## config.mk

```make
export PLATFORM = sky130hd
export DESIGN_NAME = imp_irq_unit_flat
export DESIGN_NICKNAME = d
export VERILOG_FILES = /design/src/logic/imp_pkg.sv /design/src/logic/imp_link_if.sv /design/src/logic/imp_irq_unit.sv /design/src/flat_wrapper.sv
export SDC_FILE = /design/constraint.sdc
export NUM_CORES = 1
export LEC_CHECK = 0
export BUFFER_PORTS_ARGS = -buffer_cell sky130_fd_sc_hd__buf_2
export CORE_UTILIZATION = 54
export CTS_BUF_LIST = sky130_fd_sc_hd__clkbuf_16
export DETAILED_ROUTE_END_ITERATION = 10
export GPL_TIMING_DRIVEN = 0
export PLACE_DENSITY = 0.85
export SYNTH_ARGS = -nofsm -noshare
export SYNTH_HDL_FRONTEND = slang
export SYNTH_SLANG_ARGS = --single-unit
export TNS_END_PERCENT = 100
```

## constraint.sdc

```tcl
create_clock -name CLK_I -period 2.6 [get_ports CLK_I]
set_input_delay 0.26 -clock CLK_I [delete_from_list [all_inputs] [get_ports CLK_I]]
set_output_delay 0.26 -clock CLK_I [all_outputs]
set_load 0.01 [all_outputs]
```

## src/logic/imp_pkg.sv

```systemverilog
/*
 * Constants shared by the interrupt aggregation block and the core end.
 * Assumes the registers are reached as 32-bit Wishbone words, one per index.
 */
`default_nettype none
package imp_pkg;
   localparam int NUM_SRC = 24;
   localparam int NUM_LEVEL = 16;
   localparam int NUM_EDGE = 8;
   localparam int SRC_ID_W = 5;
   localparam int IDX_W = 12;

   // Register indices; the byte address is four times the index.
   localparam logic [IDX_W-1:0] IDX_MASK_LEVEL_LOW = 12'h640;
   localparam logic [IDX_W-1:0] IDX_MASK_LEVEL_HIGH = 12'h641;
   localparam logic [IDX_W-1:0] IDX_MASK_EDGE = 12'h642;
   localparam logic [IDX_W-1:0] IDX_GLOBAL_CONTROL = 12'h643;
   localparam logic [IDX_W-1:0] IDX_URGENCY_BYTE0 = 12'h644;
   localparam logic [IDX_W-1:0] IDX_URGENCY_BYTE1 = 12'h645;
   localparam logic [IDX_W-1:0] IDX_URGENCY_BYTE2 = 12'h646;
   localparam logic [IDX_W-1:0] IDX_PENDING_BYTE0 = 12'h648;
   localparam logic [IDX_W-1:0] IDX_PENDING_BYTE1 = 12'h649;
   localparam logic [IDX_W-1:0] IDX_PENDING_BYTE2 = 12'h64A;
   localparam logic [IDX_W-1:0] IDX_EVENT_STATUS = 12'h650;
   localparam logic [IDX_W-1:0] IDX_EVENT_MASK = 12'h651;

   localparam logic [7:0] MASK_RESET = 8'h00;
   localparam logic [7:0] CONTROL_RESET = 8'h00;
   localparam logic [7:0] URGENCY_RESET = 8'h00;
   localparam logic [7:0] EVENT_RESET = 8'h00;

   localparam int CTRL_ENABLE_BIT = 0;
   localparam logic [7:0] CONTROL_WRITABLE = 8'h03;
   localparam logic [7:0] EDGE_WRITABLE = 8'h7F;

   // Source positions in the 24-bit word.
   localparam int SRC_COUNTER0 = 0;
   localparam int SRC_COUNTER1 = 1;
   localparam int SRC_COUNTER2 = 2;
   localparam int SRC_USB_PWDN = 3;
   localparam int SRC_DMA = 4;
   localparam int SRC_DFIFO = 5;
   localparam int SRC_SERIAL = 6;
   localparam int SRC_HOST_CMD = 7;
   localparam int SRC_USB_DEV0 = 8;
   localparam int SRC_BASEBAND = 13;
   localparam int SRC_PWM = 14;
   localparam int SRC_PKE = 15;
   localparam int SRC_BUS_IDLE = 16;
   localparam int SRC_USB_RESET = 17;
   localparam int SRC_GPIO = 18;
   localparam int SRC_WAKE_TIMER = 19;
   localparam int SRC_SYS_TIMER = 20;
   localparam int SRC_PIN_ROUTED0 = 21;
   localparam int SRC_RSVD = 23;

   localparam int EVT_ACCEPTED = 0;
   localparam int EVT_EDGE_CAUGHT = 1;
   localparam logic [7:0] EVENT_WRITABLE = 8'h03;

   typedef enum logic [1:0] {
      IMP_IDLE = 2'b00,
      IMP_TAKE = 2'b01,
      IMP_SERVE = 2'b11,
      IMP_BACK = 2'b10
   } imp_core_state_t;
endpackage
`default_nettype wire

```

## src/logic/imp_link_if.sv

```systemverilog
/*
 * Link between the interrupt aggregation block and the processor core end.
 * Assumes both ends run on the same system clock.
 */
`timescale 1ns/100ps
`default_nettype none
interface imp_link_if;
   logic req;
   logic [imp_pkg::SRC_ID_W-1:0] src_id;
   logic src_high;
   logic ack;

   modport dev (output req, output src_id, output src_high, input ack);
   modport core (input req, input src_id, input src_high, output ack);
endinterface
`default_nettype wire

```

## src/logic/imp_irq_unit.sv

```systemverilog
/*
 * Interrupt aggregation block: 24 sources, masks, master enable, urgency,
 * pending flags, a request to the core and a classic Wishbone slave.
 * Assumes source lines are synchronous to CLK_I and the core end sits on LINK.
 */
// The Wishbone interface to the registers was chosen for this implementation.
// Operation
// - Take 16 level and 8 edge sources.
// - One mask bit per source, 1 enables.
// - Level byte zero holds host..counter0 sources.
// - Level byte one holds PKE, PWM, baseband, USB.
// - Edge byte holds pins, timers, GPIO, USB.
// - Control bit 0 is the master enable.
// - Urgency bytes mark each source high or low.
// - High urgency sources are presented first.
// - Software leaves urgency at zero.
// - A raised source sets its pending flag.
// - Pending bytes form one word, byte zero lowest.
// - Edge flags stick until written with one.
// - Level flags follow their module's own status.
// - Counter0 shows at bit 0 when enabled.
// - The core chooses, serves, then resumes.
// - Counter2 request marks end of pulse measure.
`timescale 1ns/100ps
`default_nettype none
module imp_irq_unit (
   input wire logic CLK_I,
   input wire logic ARST_N_I,
   input wire logic CE_I,
   input wire logic [imp_pkg::NUM_LEVEL-1:0] LEVEL_SRC_I,
   input wire logic [imp_pkg::NUM_EDGE-1:0] EDGE_SRC_I,
   input wire logic CYC_I,
   input wire logic STB_I,
   input wire logic WE_I,
   input wire logic [31:0] ADR_I,
   input wire logic [3:0] SEL_I,
   input wire logic [31:0] DAT_I,
   output logic [31:0] DAT_O,
   output logic ACK_O,
   output logic IRQ_O,
   imp_link_if.dev LINK
);
   logic [imp_pkg::NUM_SRC-1:0] mask_q;
   logic [imp_pkg::NUM_SRC-1:0] urgency_q;
   logic [7:0] control_q;
   logic [imp_pkg::NUM_LEVEL-1:0] level_q;
   logic [imp_pkg::NUM_EDGE-1:0] edge_prev_q;
   logic [imp_pkg::NUM_EDGE-1:0] edge_flag_q;
   logic [imp_pkg::NUM_EDGE-1:0] edge_rise;
   logic [imp_pkg::NUM_EDGE-1:0] edge_clear;
   logic [7:0] evt_status_q;
   logic [7:0] evt_mask_q;
   logic [7:0] evt_set;
   logic [imp_pkg::NUM_SRC-1:0] raw_pending;
   logic [imp_pkg::NUM_SRC-1:0] shown;
   logic [imp_pkg::NUM_SRC-1:0] high_set;
   logic [imp_pkg::NUM_SRC-1:0] low_set;
   logic master_en;
   logic ack_q;
   logic [31:0] dat_q;
   logic bus_req;
   logic bus_wr;
   logic [imp_pkg::IDX_W-1:0] idx;
   logic [7:0] wbyte;
   logic [7:0] rbyte;
   logic req_q;
   logic [imp_pkg::SRC_ID_W-1:0] src_id_q;
   logic src_high_q;

   // Lowest set bit wins among equal urgency, so the order is fixed and known.
   function automatic logic [imp_pkg::SRC_ID_W-1:0] first_set(
      input logic [imp_pkg::NUM_SRC-1:0] v);
      logic [imp_pkg::SRC_ID_W-1:0] r;
      r = '0;
      for (int i = imp_pkg::NUM_SRC - 1; i >= 0; i--) begin
         if (v[i]) begin
            r = imp_pkg::SRC_ID_W'(i);
         end
      end
      return r;
   endfunction

   assign bus_req = CYC_I && STB_I;
   // A write lands at the edge where the master sees ack high.
   assign bus_wr = bus_req && WE_I && SEL_I[0] && ack_q;
   assign idx = ADR_I[imp_pkg::IDX_W+1:2];
   assign wbyte = DAT_I[7:0];
   assign master_en = control_q[imp_pkg::CTRL_ENABLE_BIT];

   // Level group fills bytes zero and one, edge group byte two.
   assign raw_pending = {edge_flag_q, level_q};
   // Flags read as pending, masked and enabled.
   assign shown = raw_pending & mask_q & {imp_pkg::NUM_SRC{master_en}};
   assign high_set = shown & urgency_q;
   assign low_set = shown & ~urgency_q;

   always_ff @(posedge CLK_I or negedge ARST_N_I) begin
      if (!ARST_N_I) begin
         ack_q <= 1'b0;
         dat_q <= 32'h0000_0000;
      end else if (CE_I) begin
         ack_q <= bus_req && !ack_q;
         if (bus_req && !ack_q) begin
            dat_q <= {24'h00_0000, rbyte};
         end
      end
   end

   always_comb begin
      rbyte = 8'h00;
      case (idx)
         imp_pkg::IDX_MASK_LEVEL_LOW: rbyte = mask_q[7:0];
         imp_pkg::IDX_MASK_LEVEL_HIGH: rbyte = mask_q[15:8];
         imp_pkg::IDX_MASK_EDGE: rbyte = mask_q[23:16];
         imp_pkg::IDX_GLOBAL_CONTROL: rbyte = control_q;
         imp_pkg::IDX_URGENCY_BYTE0: rbyte = urgency_q[7:0];
         imp_pkg::IDX_URGENCY_BYTE1: rbyte = urgency_q[15:8];
         imp_pkg::IDX_URGENCY_BYTE2: rbyte = urgency_q[23:16];
         imp_pkg::IDX_PENDING_BYTE0: rbyte = shown[7:0];
         imp_pkg::IDX_PENDING_BYTE1: rbyte = shown[15:8];
         imp_pkg::IDX_PENDING_BYTE2: rbyte = shown[23:16];
         imp_pkg::IDX_EVENT_STATUS: rbyte = evt_status_q;
         imp_pkg::IDX_EVENT_MASK: rbyte = evt_mask_q;
         default: rbyte = 8'h00;
      endcase
   end

   // Mask bytes: byte zero and one per level layout, byte two per edge layout.
   always_ff @(posedge CLK_I or negedge ARST_N_I) begin
      if (!ARST_N_I) begin
         mask_q <= {imp_pkg::MASK_RESET, imp_pkg::MASK_RESET, imp_pkg::MASK_RESET};
      end else if (CE_I && bus_wr) begin
         if (idx == imp_pkg::IDX_MASK_LEVEL_LOW) begin
            mask_q[7:0] <= wbyte;
         end
         if (idx == imp_pkg::IDX_MASK_LEVEL_HIGH) begin
            mask_q[15:8] <= wbyte;
         end
         if (idx == imp_pkg::IDX_MASK_EDGE) begin
            mask_q[23:16] <= wbyte & imp_pkg::EDGE_WRITABLE;
         end
      end
   end

   always_ff @(posedge CLK_I or negedge ARST_N_I) begin
      if (!ARST_N_I) begin
         control_q <= imp_pkg::CONTROL_RESET;
      end else if (CE_I && bus_wr && idx == imp_pkg::IDX_GLOBAL_CONTROL) begin
         control_q <= wbyte & imp_pkg::CONTROL_WRITABLE;
      end
   end

   // Urgency is writable, though software is expected to keep it at zero.
   always_ff @(posedge CLK_I or negedge ARST_N_I) begin
      if (!ARST_N_I) begin
         urgency_q <= {imp_pkg::URGENCY_RESET, imp_pkg::URGENCY_RESET,
                       imp_pkg::URGENCY_RESET};
      end else if (CE_I && bus_wr) begin
         if (idx == imp_pkg::IDX_URGENCY_BYTE0) begin
            urgency_q[7:0] <= wbyte;
         end
         if (idx == imp_pkg::IDX_URGENCY_BYTE1) begin
            urgency_q[15:8] <= wbyte;
         end
         if (idx == imp_pkg::IDX_URGENCY_BYTE2) begin
            urgency_q[23:16] <= wbyte & imp_pkg::EDGE_WRITABLE;
         end
      end
   end

   // Level flags mirror the module status one cycle late; the counter2 line
   // carries the end of a pulse-width measurement from its timer.
   always_ff @(posedge CLK_I or negedge ARST_N_I) begin
      if (!ARST_N_I) begin
         level_q <= '0;
      end else if (CE_I) begin
         level_q <= LEVEL_SRC_I;
      end
   end

   assign edge_clear = (bus_wr && idx == imp_pkg::IDX_PENDING_BYTE2) ?
                       wbyte : 8'h00;

   genvar g;
   generate
      for (g = 0; g < imp_pkg::NUM_EDGE; g++) begin : g_edge
         assign edge_rise[g] = EDGE_SRC_I[g] && !edge_prev_q[g] && (g != 7);
         always_ff @(posedge CLK_I or negedge ARST_N_I) begin
            if (!ARST_N_I) begin
               edge_prev_q[g] <= 1'b0;
               edge_flag_q[g] <= 1'b0;
            end else if (CE_I) begin
               edge_prev_q[g] <= EDGE_SRC_I[g];
               // A new edge in the clearing cycle is kept.
               if (edge_rise[g]) begin
                  edge_flag_q[g] <= 1'b1;
               end else if (edge_clear[g]) begin
                  edge_flag_q[g] <= 1'b0;
               end
            end
         end
      end
   endgenerate

   // Request and chosen source are registered so they stay stable for the core.
   always_ff @(posedge CLK_I or negedge ARST_N_I) begin
      if (!ARST_N_I) begin
         req_q <= 1'b0;
         src_id_q <= '0;
         src_high_q <= 1'b0;
      end else if (CE_I) begin
         req_q <= |shown;
         src_high_q <= |high_set;
         src_id_q <= (|high_set) ? first_set(high_set) : first_set(low_set);
      end
   end

   assign evt_set = {6'b00_0000, |edge_rise, LINK.ack};

   always_ff @(posedge CLK_I or negedge ARST_N_I) begin
      if (!ARST_N_I) begin
         evt_status_q <= imp_pkg::EVENT_RESET;
         evt_mask_q <= imp_pkg::EVENT_RESET;
      end else if (CE_I) begin
         if (bus_wr && idx == imp_pkg::IDX_EVENT_STATUS) begin
            evt_status_q <= ((evt_status_q & ~wbyte) | evt_set) & imp_pkg::EVENT_WRITABLE;
         end else begin
            evt_status_q <= (evt_status_q | evt_set) & imp_pkg::EVENT_WRITABLE;
         end
         if (bus_wr && idx == imp_pkg::IDX_EVENT_MASK) begin
            evt_mask_q <= wbyte & imp_pkg::EVENT_WRITABLE;
         end
      end
   end

   assign LINK.req = req_q;
   assign LINK.src_id = src_id_q;
   assign LINK.src_high = src_high_q;
   assign ACK_O = ack_q;
   assign DAT_O = dat_q;
   assign IRQ_O = |(evt_status_q & evt_mask_q);
endmodule
`default_nettype wire

```

## src/flat_wrapper.sv

```systemverilog
// flat-port wrapper written by rule: the top's interface ports become plain ports
module imp_irq_unit_flat 
  (CLK_I, ARST_N_I, CE_I, LEVEL_SRC_I, EDGE_SRC_I, CYC_I, STB_I, WE_I, ADR_I, SEL_I, DAT_I, DAT_O, ACK_O, IRQ_O, LINK_req, LINK_src_id, LINK_src_high, LINK_ack);
  imp_link_if LINK_i ();
  input wire logic CLK_I;
  input wire logic ARST_N_I;
  input wire logic CE_I;
  input wire logic [imp_pkg::NUM_LEVEL-1:0] LEVEL_SRC_I;
  input wire logic [imp_pkg::NUM_EDGE-1:0] EDGE_SRC_I;
  input wire logic CYC_I;
  input wire logic STB_I;
  input wire logic WE_I;
  input wire logic [31:0] ADR_I;
  input wire logic [3:0] SEL_I;
  input wire logic [31:0] DAT_I;
  output logic [31:0] DAT_O;
  output logic ACK_O;
  output logic IRQ_O;
  output wire logic [$bits(LINK_i.req)-1:0] LINK_req;
  output wire logic [$bits(LINK_i.src_id)-1:0] LINK_src_id;
  output wire logic [$bits(LINK_i.src_high)-1:0] LINK_src_high;
  input wire logic [$bits(LINK_i.ack)-1:0] LINK_ack;
  assign LINK_req = LINK_i.req;
  assign LINK_src_id = LINK_i.src_id;
  assign LINK_src_high = LINK_i.src_high;
  assign LINK_i.ack = LINK_ack;
  imp_irq_unit u_core (.CLK_I(CLK_I), .ARST_N_I(ARST_N_I), .CE_I(CE_I), .LEVEL_SRC_I(LEVEL_SRC_I), .EDGE_SRC_I(EDGE_SRC_I), .CYC_I(CYC_I), .STB_I(STB_I), .WE_I(WE_I), .ADR_I(ADR_I), .SEL_I(SEL_I), .DAT_I(DAT_I), .DAT_O(DAT_O), .ACK_O(ACK_O), .IRQ_O(IRQ_O), .LINK(LINK_i));
endmodule
```

* Word level (Yosys, flattened, before mapping)
Index checks and enable logic that the tools add are counted.
** Storage, ports and cells
- Output and inout port bits :: 41
- Flip-flop bits (word level) :: 98
- Logic and storage cells :: 168
- Bits of input ports :: 99
** Operators by class
- Muxes and demuxes :: 66
- Bitwise operators :: 10
- Eq/ne operators :: 12
- Reduce and logical (&&, ||, !) cells :: 51
** Operators with widths (number)
- two-way mux 5 bit :: 49
- equality test 12 x 11 -> 1 bit (second input constant) :: 12
- one-hot mux 8 bit (12 select lines) :: 1
- bitwise AND 24 bit :: 2
- OR reduction 24 bit :: 2
- AND reduction 2 bit :: 15
- bitwise AND 24 x 23 -> 24 bit :: 1
- inverter 23 -> 24 bit :: 1
- bitwise AND 23 bit :: 1
- logical AND 1 bit :: 17
- two-way mux 1 bit :: 14
- nonzero test 2 bit :: 7
- logical NOT 1 bit :: 8
- OR reduction 8 bit :: 1
- two-way mux 7 bit :: 1
- OR reduction 7 bit :: 1
- bitwise AND 2 bit :: 2
- bitwise OR 2 bit :: 2
- two-way mux 2 bit :: 1
- inverter 2 bit :: 1

* Longest topological paths before layout
Gate-level depths: netlist of run 1.
- Depth after elaboration :: 28
- Mapped depth :: 10
- Gate-level depth less buffers :: 6

* Worst setup path after synthesis of run 1
OpenSTA, ideal clock, no wires.
- Kind :: input -> register
- Start :: input ADR_I[13]
- End :: register u_core.edge_flag_q[6] in the netlist's numbering
- Arrival time :: 1.940 ns
- Library setup time :: 0.121 ns
- Data required time :: 2.479 ns
- Buffers on the path :: 1
- Path slack :: 0.540 ns
- Cell stages on the path :: 7
- Path through :: nand4bb_1 or4_1 buf_4 or3_4 nor4_4 nand2_1 a22o_1
** Between the ends
- Longest elaborated chain between the ends :: 5
** Ends and longest elaborated chain
- start: declaration :: line flat_wrapper.sv:13 : input wire logic [31:0] ADR_I;
- equality test 12 x 11 -> 1 bit :: line imp_irq_unit.sv:181 : assign edge_clear = (bus_wr && idx == imp_pkg::IDX_PENDING_BYTE2) ?
- logical AND 1 bit :: line imp_irq_unit.sv:181
- two-way mux 7 bit :: line imp_irq_unit.sv:181
- nonzero test 2 bit (no source line)
- AND reduction 2 bit (no source line)
- end signal: indexed assignment :: line imp_irq_unit.sv:191 : edge_flag_q[g] <= 1'b0;
- end signal: indexed assignment :: line imp_irq_unit.sv:196 : edge_flag_q[g] <= 1'b1;
- end signal: indexed assignment :: line imp_irq_unit.sv:198 : edge_flag_q[g] <= 1'b0;
- end: declaration :: line imp_irq_unit.sv:48 : logic [imp_pkg::NUM_EDGE-1:0] edge_flag_q;
Every way passes these cells.
A chain may end at the register's enable or synchronous reset.

* Worst setup path in the final report of run 1
- Start :: register u_core.control_q[0]
- End :: register u_core.req_q (netlist: u_core.LINK.req)
** Between the ends
- Longest elaborated chain between the ends :: 2
** Ends and longest elaborated chain
- start: declaration :: line imp_irq_unit.sv:45 : logic [7:0] control_q;
- start signal: assignment :: line imp_irq_unit.sv:147 : control_q <= imp_pkg::CONTROL_RESET;
- start signal: assignment :: line imp_irq_unit.sv:149 : control_q <= wbyte & imp_pkg::CONTROL_WRITABLE;
- bitwise AND 24 bit :: line imp_irq_unit.sv:93 : assign shown = raw_pending & mask_q & {imp_pkg::NUM_SRC{master_en}};
- OR reduction 24 bit :: line imp_irq_unit.sv:212 : req_q <= |shown;
- end signal: assignment :: line imp_irq_unit.sv:212
- end: declaration :: line imp_irq_unit.sv:66 : logic req_q;
Every way passes these cells.

==> results of run 1 <==
## cell usage after synthesis (2+ instances only)
| library cell | count |
|---|---|
| a211oi_1 | 2 |
| a21boi_0 | 2 |
| a21oi_1 | 17 |
| a222oi_1 | 3 |
| a22o_1 | 10 |
| a22oi_1 | 8 |
| a31oi_1 | 4 |
| a32o_1 | 6 |
| a32oi_1 | 8 |
| and2_1 | 4 |
| and3_1 | 6 |
| and4b_1 | 5 |
| buf_1 | 2 |
| buf_2 | 2 |
| buf_4 | 25 |
| clkbuf_1 | 23 |
| dfrtp_1 | 98 |
| inv_1 | 15 |
| mux2_2 | 68 |
| mux2i_1 | 10 |
| nand2_1 | 71 |
| nand2_2 | 2 |
| nand2b_1 | 6 |
| nand3_1 | 29 |
| nand4_1 | 36 |
| nand4b_1 | 11 |
| nor2_1 | 24 |
| nor2b_1 | 3 |
| nor3_1 | 12 |
| nor3b_1 | 2 |
| nor4_1 | 6 |
| o2111ai_1 | 2 |
| o211ai_1 | 5 |
| o21ai_0 | 30 |
| o21bai_1 | 2 |
| o22ai_1 | 5 |
| o2bb2ai_1 | 8 |
| or3_1 | 3 |
| or4_1 | 3 |
## cells by family after synthesis
| logic type | Yosys count | share of synthesized area (%) |
|---|---|---|
| DFF | 98 | 42.54 |
| buffers and inverters | 67 | 6.034 |
| and+or+nand+nor | 229 | 21.40 |
| other | 1 | 0.06506 |
| AOI/OAI and AO/OA | 122 | 14.93 |
| muxes | 78 | 15.02 |
## final timing paths
check / startpoint / endpoint / slack [ns] / cells past startpoint
max: u_core.control_q[0] / u_core.LINK.req / 0.05 / 8
min: LEVEL_SRC_I[15] / u_core.level_q[15] / 0.14 / 2
max reg2reg: u_core.control_q[0] / u_core.LINK.req / 0.05 / 8
min reg2reg: u_core.edge_prev_q[5] / u_core.edge_flag_q[5] / 0.44 / 1
max in group asynchronous: ARST_N_I / u_core.edge_prev_q[0] / 1.58 / 3
min in group asynchronous: ARST_N_I / u_core.urgency_q[12] / 0.35 / 2
## worst reg2reg max path, stage by stage (launching register included)
cell      delay, ns
dfrtp_1        0.36
buf_2          0.21
clkbuf_2       0.28
clkbuf_2       0.30
nand3_1        0.27
nand4_1        0.14
or4_1          0.55
a21oi_1        0.24
nor2_1         0.08
## placed cells by master, fill, tap and decap left out, types with 4 or more instances in the layout
cell       instances
a21oi_1           17
a22o_1            10
a22oi_1            8
a31oi_1            4
a32o_1             6
a32oi_1            8
and2_1             4
and3_1             6
and4b_1            5
buf_2             64
buf_4             26
clkbuf_1          18
clkbuf_16          9
clkbuf_2           5
conb_1            24
dfrtp_1           98
inv_1             15
mux2_2            68
mux2i_1           10
nand2_1           71
nand2b_1           6
nand3_1           29
nand4_1           36
nand4b_1          11
nor2_1            24
nor3_1            12
nor4_1             4
o211ai_1           5
o21ai_0           28
o22ai_1            4
o2bb2ai_1          8
## registers in the layout, indices dropped and copies added (netlist names), 2 cells and up
name	flops
u_core.evt_status_q	2
u_core.evt_mask_q	2
u_core.LINK.src_id	5
u_core.edge_prev_q	7
u_core.DAT_O	8
u_core.edge_flag_q	7
u_core.mask_q	23
u_core.level_q	16
u_core.urgency_q	23
u_core.control_q	2
## through the flow
step | util (%) | TNS, ns
global route | 64.74 | 0
CTS | 64.49 | 0
finish | 64.74 | 0
detailed placement | 61.67 | -2.887
global placement | 61.37 | -4.340
floorplan | - | 0
## layer usage
metal	vias up	GRT usage (%)
met5	-	0
met4	0	18.31
met3	55	9.091
met2	373	58.32
met1	2719	48.82
li1	2419	-
## power groups by stage
stage / Combinational [mW] / Clock [mW] / Sequential (mW)
detailed placement: 0.282 / 0 / 1.64
global route: 0.314 / 1.34 / 1.61
finish: 0.288 / 1.29 / 1.61
global placement: 0.267 / 0 / 1.63
CTS: 0.285 / 1.30 / 1.61
floorplan: 0.151 / 0 / 1.62
## area by class of cell
class / count / share of cell area [%]
plain buffers: 52 / 4.511
clock buffers: 9 / 3.370
clock inverters: 7 / 0.8049
inverters: 15 / 0.8424
multi-input cells: 453 / 45.92
flip-flops and latches: 98 / 36.69
well taps: 136 / 2.546
repair buffers: 65 / 5.316
## repair_timing
item | in CTS | in global routing
gates cloned | 0 | 0
hold buffers | 1 | 0
hold endpoints to repair | 24 | 0
endpoints found under the setup margin | 11 | 10
gates resized for setup | 2 | 14
==> summary.md, run 1 <==
| Metric | Value |
|---|---|
| Largest net degree at the start of global routing | `75` |
| Multi-input logic area | `3069 µm²` |
| Nets | `793` |
| Die Wd | `105.3 µm` |
| Ant diodes | `0` |
| Clock root cell | `clkbuf_16` |
| Crit path max-delay cell type | `or4_1` |
| First-pass GRT wire length | `30630 µm` |
| Fin area | `6684 µm²` |
| Clock share of power | `40.4%` |
| Worst-Skew Late Latency | `0.36 ns` |
| Clk pin slew, worst setup/hold paths | `0.07 ns` |
| Synth Area per Inst | `9.688 µm²` |
| Slew Limit Headroom | `40.44%` |
| Slew @ Worst Pin | `0.8852 ns` |
| Tot GR Track Use | `37.41%` |
| Netlist cell types | `56` |
| Max VDD drop | `0.0005141 V` |
| H-tree levels | `3` |
| CP Data Required Time | `2.83 ns` |
| DR pass1 iterations | `8` |
| Mapped Cells | `595` |
| Critical path data arrival time | `2.78 ns` |
| Core area | `10320 µm²` |
| Area grow syn2layout | `15.95%` |
| Via/cell ratio | `6.666` |
| Critical path's most frequent cell | `clkbuf_2` |
| Num CTS Buffers | `9` |
| Met3 WL | `2016 µm` |
| Vias in the first global route | `5375` |
| Pre-CTS WS | `-0.1403 ns` |
| DRT iter0 DRCs | `503` |
| Die Ht | `105.3 µm` |
| Setup violations, final | `0` |
| Status | `completed` |
| Startpoint types | `flip-flop` |
| Static leakage | `3.209 nW` |
| Routed WL | `19820 µm` |
| Post-synth top flop | `dfrtp_1` |
| CP top delay family | `simple AND/OR/NAND/NOR gates` |
| Internal cell power | `2.333 mW` |
| Residual DRC count | `0` |
| Die Area | `11090 µm²` |
| Top cells by area, synth | `dfrtp_1, mux2_2, nand2_1, nand4_1, buf_4` |
| Initial Utilization | `55.84%` |
| Placed instance area | `6366 µm²` |
| Post-route ant nets | `0` |
| PnR worst setup slack | `0.04866 ns` |
| Ports | `140` |
| Unrepaired setup endpoints after global routing | `false` |
| Final Hold Viols | `0` |
| Critical path type | `flip-flop to flip-flop` |
| Clock Path Buffers | `2` |
| Syn Std Cell Area | `5764 µm²` |
| Max Slew Vio Count | `0` |
| Drt wl/cell | `23.74 µm` |
| CP Max Fanout | `10` |
| Storage cell area | `2452 µm²` |
| Row cnt | `37` |
| CTS sink count | `98` |
| Routability-driven placement congestion ratio | `0.9526` |
| Met1 wire length | `7854 µm` |
| Buf+Inv Stages, Crit Path | `3` |
| Worst hold path class | `primary input to flip-flop` |
| Number of antenna violations at the first check in global routing | `0` |
| Synth top area share | `42.54%` |
| Slowest stage delay, CP | `0.55 ns` |
| EDFF count, synth | `0` |
| Sw frac | `26.72%` |
| Sw power | `0.8506 mW` |
| #FFs+latches synth | `98` |
| Ys async rst share | `100.0%` |
| Tmin final | `2.551 ns` |
| Port Buffers | `63` |
| Placed insts | `818` |
| Total gr overflow | `0` |
| CP endpoint kind | `flip-flop` |
| Max_cap viols | `0` |
| Flop pwr share | `50.6%` |
| Combinational group share of total power | `9.1%` |
| Share of layout cells above drive strength 1 | `27.18%` |
| Worst Skew | `0.009212 ns` |
| CTS tree | `yes` |
| Achievable clock frequency | `0.3920 GHz` |
| Final Cycle Share | `98.13%` |
| # Post-CTS Setup Buffers | `0` |
| Leading area contributor after synthesis | `dfrtp_1` |
| Fill cells | `879` |
| Uppermost routed layer | `met4` |
| Seq/Total Area, Yosys | `42.54%` |
| Fin cells | `835` |
| Vias | `5566` |
| Total power | `3.183 mW` |
| WL met2 | `9192 µm` |
| Power per Cell Area | `476.3 nW/µm²` |
| Hold Slack | `0.1351 ns` |
| Detail Placement HPWL | `14800 µm` |
| Synth warn | `0` |
| Worst path cell trace | `buf_2, clkbuf_2, clkbuf_2, nand3_1, nand4_1, or4_1, a21oi_1, nor2_1` |
No activity file was read; power rests on OpenSTA's default activity.
==> inputs of run 2 (changes only) <==
ABC_AREA = 1   (was not set)
==> run 2 against run 1 <==
  * Critical path depth decreased by 3
  * Synthesized cell count increased by 33%
  * Total power fell by 0.96%
  * Largest power group unchanged
  * Sequential cell count unchanged
  * First-iteration DRC count shrank 9.5%
  * Final cell count is 24% higher
  * Critical endpoint is now u_core.edge_flag_q[1]
==> summary.md, run 2 <==
| Metric | Value |
|---|---|
| Die Area | `10920 µm² (was 11090 µm²)` |
| Num CTS Buffers | `9 (unchanged)` |
| Worst Setup SP | `u_core.ACK_O (was u_core.control_q[0])` |
| CTS sink count | `98 (unchanged)` |
| Worst path cell trace | `nand4_1, nor2_1, nand4_1, o21ai_0, nand2_1 (was buf_2, clkbuf_2, clkbuf_2, nand3_1, nand4_1, or4_1, a21oi_1, nor2_1)` |
| Post-synth top flop | `dfrtp_1 (unchanged)` |
| Synth warn | `0 (unchanged)` |
| DRT iter0 DRCs | `455 (was 503)` |
| Mapped Cells | `794 (was 595)` |
| CP top delay family | `simple AND/OR/NAND/NOR gates (unchanged)` |
| Routed WL | `15890 µm (was 19820 µm)` |
| Startpoint types | `flip-flop (unchanged)` |
| CP Max Fanout | `10 (unchanged)` |
| Syn Std Cell Area | `5674 µm² (was 5764 µm²)` |
| Ant diodes | `0 (unchanged)` |
| Setup violations, final | `0 (unchanged)` |
| Ports | `140 (unchanged)` |
| Final core area utilization | `64.10% (was 64.74%)` |
| Commonest non-fill, non-tap cells in the layout | `nand2_1, inv_1, dfrtp_1 (was dfrtp_1, nand2_1, mux2_2)` |
| Nets | `995 (was 793)` |
| Row cnt | `37 (unchanged)` |
| Worst Skew | `0.009243 ns (was 0.009212 ns)` |
| Routability-driven placement congestion ratio | `0.9766 (was 0.9526)` |
| Commonest non-fill, non-tap cell in the layout | `nand2_1 (was dfrtp_1)` |
| Setup TNS Final | `0 ns (unchanged)` |
| Tot GR Track Use | `30.32% (was 37.41%)` |
| Top cells by area, synth | `dfrtp_1, nand2_1, inv_1, o21ai_0, nor2_1 (was dfrtp_1, mux2_2, nand2_1, nand4_1, buf_4)` |
| CTS tree | `yes (unchanged)` |
| Slowest stage delay, CP | `0.62 ns (was 0.55 ns)` |
| Vias in the first global route | `5219 (was 5375)` |
| Slew @ Worst Pin | `0.7974 ns (was 0.8852 ns)` |
| Die Ht | `104.5 µm (was 105.3 µm)` |
| Critical path data arrival time | `2.48 ns (was 2.78 ns)` |
| Netlist cell types | `35 (was 56)` |
| #FFs+latches synth | `98 (unchanged)` |
| Static leakage | `3.279 nW (was 3.209 nW)` |
| Unrepaired setup endpoints after global routing | `false (unchanged)` |
| Final Cycle Share | `86.96% (was 98.13%)` |
| CP Data Required Time | `2.82 ns (was 2.83 ns)` |
| Reg2Reg Launch Point | `u_core.ACK_O (was u_core.control_q[0])` |
| Power per Cell Area | `478.6 nW/µm² (was 476.3 nW/µm²)` |
| Die Wd | `104.5 µm (was 105.3 µm)` |
| Residual DRC count | `0 (unchanged)` |
| EDFF count, synth | `0 (unchanged)` |
| Ys async rst share | `100.0% (unchanged)` |
| Detail Placement HPWL | `12100 µm (was 14800 µm)` |
| Achievable clock frequency | `0.4423 GHz (was 0.3920 GHz)` |
| Area grow syn2layout | `16.10% (was 15.95%)` |
| Largest net degree at the start of global routing | `66 (was 75)` |
| Via/cell ratio | `5.409 (was 6.666)` |
| Worst hold path class | `primary input to flip-flop (unchanged)` |
| DR pass1 iterations | `8 (unchanged)` |
| Number of antenna violations at the first check in global routing | `0 (unchanged)` |
| Buf+Inv Stages, Crit Path | `0 (was 3)` |
| Final Hold Viols | `0 (unchanged)` |
| Fill cells | `964 (was 879)` |
| Critical path type | `flip-flop to flip-flop (unchanged)` |
| Synth top area share | `43.22% (was 42.54%)` |
| Commonest cells post-synth | `nand2_1, inv_1, dfrtp_1, o21ai_0, nor2_1 (was dfrtp_1, nand2_1, mux2_2, nand4_1, o21ai_0)` |
| Max Slew Vio Count | `0 (unchanged)` |
| Seq/Total Area, Yosys | `43.22% (was 42.54%)` |
| Critical path's most frequent cell | `nand4_1 (was clkbuf_2)` |
| Post-route ant nets | `0 (unchanged)` |
| Port Buffers | `66 (was 63)` |
| Pre-CTS WS | `0.2329 ns (was -0.1403 ns)` |
| Cell with the most instances after synthesis | `nand2_1 (was dfrtp_1)` |
| CP endpoint kind | `flip-flop (unchanged)` |
| Synth Area per Inst | `7.146 µm² (was 9.688 µm²)` |
| Crit path max-delay cell type | `nor2_1 (was or4_1)` |
| Max_cap viols | `0 (unchanged)` |
| Vias | `5609 (was 5566)` |
| Tmin final | `2.261 ns (was 2.551 ns)` |
| Clk pin slew, worst setup/hold paths | `0.08 ns (was 0.07 ns)` |
| PnR worst setup slack | `0.3391 ns (was 0.04866 ns)` |
| Max VDD drop | `0.0004332 V (was 0.0005141 V)` |
| Share of layout cells above drive strength 1 | `16.09% (was 27.18%)` |
| Worst-Skew Late Latency | `0.35 ns (was 0.36 ns)` |
| Drt wl/cell | `15.32 µm (was 23.74 µm)` |
| Leading area contributor after synthesis | `dfrtp_1 (unchanged)` |
| Clock root cell | `clkbuf_16 (unchanged)` |
| H-tree levels | `3 (unchanged)` |
| Clock Path Buffers | `2 (unchanged)` |
| Largest regs | `u_core.mask_q x23, u_core.urgency_q x23, u_core.level_q x16 (unchanged)` |
| Initial Utilization | `55.21% (was 55.84%)` |
| Slew Limit Headroom | `46.65% (was 40.44%)` |
| Status | `completed (unchanged)` |
| First-pass GRT wire length | `25570 µm (was 30630 µm)` |
| # Post-CTS Setup Buffers | `0 (unchanged)` |
| Hold_sp | `LEVEL_SRC_I[15] (unchanged)` |
| Total gr overflow | `0 (unchanged)` |
| Core area | `10280 µm² (was 10320 µm²)` |
run 2: logic make-up after synthesis:
family,share of synthesized area (%)
compound gates,13.85
buf+inv,14.13
flops,43.22
other cells,0.06609
simple gates,28.73
run 2: tightest hold or removal path, cell delays in order:
cell and delay [ns]:
buf_2 0.07, nand2_1 0.04, nand2_1 0.05
run 2: where the power goes:
| part | internal, mW | total (mW) | switching (mW) |
|---|---|---|---|
| combinational | 0.0902 | 0.256 | 0.166 |
| sequential | 1.56 | 1.58 | 0.0176 |
| clock | 0.666 | 1.32 | 0.652 |
run 2: path summary, 6_finish.rpt:
check	depth (start not counted)	end	slack, ns
max	5	u_core.edge_flag_q[1]	0.34
min	3	u_core.level_q[15]	0.10
max reg2reg	5	u_core.edge_flag_q[1]	0.34
min reg2reg	2	u_core.DAT_O[1]	0.48
max in group asynchronous	3	u_core.edge_flag_q[1]	1.52
min in group asynchronous	2	u_core.LINK.src_id[1]	0.41
run 2: layout make-up:
class / instances / area (µm²) / area share [%]
Inverter: 136 / 515.5 / 7.825
Clock inverter: 7 / 58.81 / 0.8927
Clock buffer: 9 / 225.2 / 3.419
Multi-Input combinational cell: 542 / 2509 / 38.08
Tap cell: 136 / 170.2 / 2.583
Sequential cell: 98 / 2452 / 37.23
Buffer: 41 / 286.5 / 4.349
Timing Repair Buffer: 68 / 370.4 / 5.622
run 2: metrics by stage:
| step | hold WS, ns | cell area [µm²] | total power [mW] | instances |
|---|---|---|---|---|
| final | 0.1018 | 6588 | 3.153 | 1037 |
| after detailed placement | 0.2491 | 6291 | 1.863 | 1020 |
| after CTS | 0.1024 | 6585 | 3.147 | 1037 |
| after floorplan | -0.03559 | 5761 | 1.737 | 817 |
| after global routing | 0.1085 | 6588 | 3.244 | 1037 |
| after global placement | 0.4587 | 6261 | 1.850 | 1019 |
run 2: repair_timing:
action,in CTS,in global routing
hold buffers,1,0
hold endpoints to repair,33,0
gates resized for setup,0,1
setup endpoints to repair,0,1
run 2: layer usage:
layer | vias up | part of all wire, % | global-route usage [%]
met5 | - | 0 | 0
met4 | 0 | 3.9 | 13.37
met3 | 48 | 8.0 | 5.952
met2 | 258 | 47 | 48.86
met1 | 2603 | 41 | 39.62
li1 | 2700 | - | -
==> inputs of run 3 (changes only) <==
BUFFER_PORTS_ARGS = not set   (was -buffer_cell sky130_fd_sc_hd__buf_2)
CORE_UTILIZATION = 60   (was 54)
DONT_BUFFER_PORTS = 1   (was not set)
PLACE_DENSITY = 0.8   (was 0.85)
==> run 3 against run 2 <==
  * Via count fell by 2.0%
  * Final area fell by 5.6%
  * Core utilization rose by 3.5 points
  * Maximum frequency fell by 4.6%
  * Clock-buffer cell count did not move
  * Highest routed layer unchanged
==> summary.md, run 3 (synthesized netlist as in run 2, its figures left out) <==
| Metric | Value |
|---|---|
| Residual DRC count | `0 (unchanged)` |
| Sw frac | `25.77% (was 26.50%)` |
| Die Area | `9850 µm² (was 10920 µm²)` |
| # Post-CTS Setup Buffers | `0 (unchanged)` |
| CTS sink count | `98 (unchanged)` |
| Worst Setup EP | `u_core.LINK.src_id[0] (was u_core.edge_flag_q[1])` |
| Vias in the first global route | `5032 (was 5219)` |
| Die Ht | `99.25 µm (was 104.5 µm)` |
| Slew Limit Headroom | `45.99% (was 46.65%)` |
| Row cnt | `35 (was 37)` |
| Core area | `9196 µm² (was 10280 µm²)` |
| Critical path data arrival time | `2.66 ns (was 2.48 ns)` |
| Largest net degree at the start of global routing | `99 (was 66)` |
| Setup violations, final | `0 (unchanged)` |
| Max Slew Vio Count | `0 (unchanged)` |
| Tot GR Track Use | `35.97% (was 30.32%)` |
| Nets | `929 (was 995)` |
| DRT iter0 DRCs | `462 (was 455)` |
| Cts repair resizes | `0 (unchanged)` |
| Register-to-Register Path Depth | `25 (was 5)` |
| Port Buffers | `0 (was 66)` |
| DR pass1 iterations | `7 (was 8)` |
| Total gr overflow | `0 (unchanged)` |
| Drt wl/cell | `17.86 µm (was 15.32 µm)` |
| Setup TNS Final | `0 ns (unchanged)` |
| Initial Utilization | `61.70% (was 55.21%)` |
| Clock share of power | `41.9% (was 41.8%)` |
| Die Wd | `99.25 µm (was 104.5 µm)` |
| Routability-driven placement congestion ratio | `0.9988 (was 0.9766)` |
| Reg2Reg Launch Point | `u_core.control_q[0] (was u_core.ACK_O)` |
| Clk pin slew, worst setup/hold paths | `0.07 ns (was 0.08 ns)` |
| Critical path type | `flip-flop to flip-flop (unchanged)` |
| Post-route ant nets | `0 (unchanged)` |
| Hold Buf Count CTS | `2 (was 1)` |
| CP Data Required Time | `2.89 ns (was 2.82 ns)` |
| Clock root cell | `clkbuf_16 (unchanged)` |
| Final Hold Viols | `0 (unchanged)` |
| Flop2flop setup slack | `0.23 ns (was 0.34 ns)` |
| Share of layout cells above drive strength 1 | `9.341% (was 16.09%)` |
| Pre-CTS WS | `0.2429 ns (was 0.2329 ns)` |
| Commonest non-fill, non-tap cells in the layout | `nand2_1, inv_1, dfrtp_1 (unchanged)` |
| CTS tree | `yes (unchanged)` |
| Area grow syn2layout | `9.614% (was 16.10%)` |
| Flop pwr share | `51.3% (was 50.1%)` |
| Vias | `5496 (was 5609)` |
| CP Max Fanout | `7 (was 10)` |
| Critical path's most frequent cell | `nand2_1 (was nand4_1)` |
| Largest regs | `u_core.mask_q x23, u_core.urgency_q x23, u_core.level_q x16 (unchanged)` |
| First-pass GRT wire length | `26370 µm (was 25570 µm)` |
| Sw power | `0.7942 mW (was 0.8356 mW)` |
| Worst hold path class | `primary input to flip-flop (unchanged)` |
| Achievable clock frequency | `0.4222 GHz (was 0.4423 GHz)` |
| Detail Placement HPWL | `12890 µm (was 12100 µm)` |
| Num CTS Buffers | `9 (unchanged)` |
| Ports | `140 (unchanged)` |
| Crit path max-delay cell type | `dfrtp_1 (was nor2_1)` |
| CP endpoint kind | `flip-flop (unchanged)` |
| Clock Path Buffers | `2 (unchanged)` |
| Internal cell power | `2.287 mW (was 2.317 mW)` |
| Reg2reg end | `u_core.LINK.src_id[0] (was u_core.edge_flag_q[1])` |
| PnR worst setup slack | `0.2312 ns (was 0.3391 ns)` |
| Final core area utilization | `67.63% (was 64.10%)` |
| Max_cap viols | `0 (unchanged)` |
| Final Cycle Share | `91.11% (was 86.96%)` |
| Via/cell ratio | `5.810 (was 5.409)` |
| Worst Skew | `0.009413 ns (was 0.009243 ns)` |
| Routed WL | `16890 µm (was 15890 µm)` |
| Static leakage | `2.992 nW (was 3.279 nW)` |
| Startpoint types | `flip-flop (unchanged)` |
| Max VDD drop | `0.0003957 V (was 0.0004332 V)` |
| Unrepaired setup endpoints after global routing | `false (unchanged)` |
| Slew @ Worst Pin | `0.8072 ns (was 0.7974 ns)` |
| Tmin final | `2.369 ns (was 2.261 ns)` |
| Number of antenna violations at the first check in global routing | `0 (unchanged)` |
| Worst-Skew Late Latency | `0.35 ns (about the same)` |
| Worst Setup SP | `u_core.control_q[0] (was u_core.ACK_O)` |
| Ant diodes | `0 (unchanged)` |
| Status | `completed (unchanged)` |
| Combinational group share of total power | `6.8% (was 8.1%)` |
| Slowest stage delay, CP | `0.35 ns (was 0.62 ns)` |
| Power per Cell Area | `495.4 nW/µm² (was 478.6 nW/µm²)` |
| Commonest non-fill, non-tap cell in the layout | `nand2_1 (unchanged)` |
| H-tree levels | `3 (unchanged)` |
-- run 3: cell count changes in the layout (fill, tap and decap cells not counted), sizes merged --
cell	delta
inv	+1
clkinv	-2
clkinvlp	+1
buf	-66
-- run 3: final cells by class --
| type | count | area, µm² |
|---|---|---|
| Buffer | 41 | 286.5 |
| Clock buffer | 9 | 225.2 |
| Clock inverter | 7 | 57.56 |
| Fill cell | 838 | 2977 |
| Inverter | 136 | 515.5 |
| Multi-Input combinational cell | 542 | 2506 |
| Sequential cell | 98 | 2452 |
| Tap cell | 111 | 138.9 |
| Timing Repair Buffer | 2 | 37.54 |
-- run 3: critical path: cells and delay by family (launching register included) --
family | cells | cell delay, ns
AND/OR/NAND/NOR | 23 | 1.72
flip-flops | 1 | 0.35
buffers and inverters | 2 | 0.26
-- run 3: worst min-delay path by stage --
stage,start,to,slack [ns],cells past startpoint
floorplan,ARST_N_I,u_core.ACK_O,-0.04,0
global route,LEVEL_SRC_I[0],u_core.level_q[0],0.02,2
global placement,ARST_N_I,u_core.urgency_q[11],-0.03,0
finish,LEVEL_SRC_I[0],u_core.level_q[0],0.02,2
detailed placement,ARST_N_I,u_core.urgency_q[11],-0.03,0
CTS,LEVEL_SRC_I[0],u_core.level_q[0],0.02,2
-- run 3: through the flow --
step	cell area, µm²	power (mW)	hold slack (ns)	std cells
6_report	6220	3.081	0.02291	946
5_1_grt	6220	3.179	0.02076	946
3_5_place_dp	5899	1.781	-0.03300	928
4_1_cts	6220	3.086	0.02394	946
3_3_place_gp	5899	1.776	-0.03332	928
2_1_floorplan	5761	1.737	-0.03559	817
-- run 3: layer usage --
metal	vias to the layer above	wire length [µm]	global-route usage (%)
li1	2567	-	-
met1	2548	6795	47.44
met2	318	7831	57.59
met3	63	1304	4.498
met4	0	963	20.93
met5	-	0	0
-- run 3: power by group through the flow --
stage	Sequential, mW	Combinational [mW]	Clock [mW]
2_1_floorplan	1.61	0.130	0
3_3_place_gp	1.61	0.165	0
3_5_place_dp	1.61	0.169	0
4_1_cts	1.58	0.207	1.30
5_1_grt	1.59	0.234	1.36
6_report	1.58	0.208	1.29
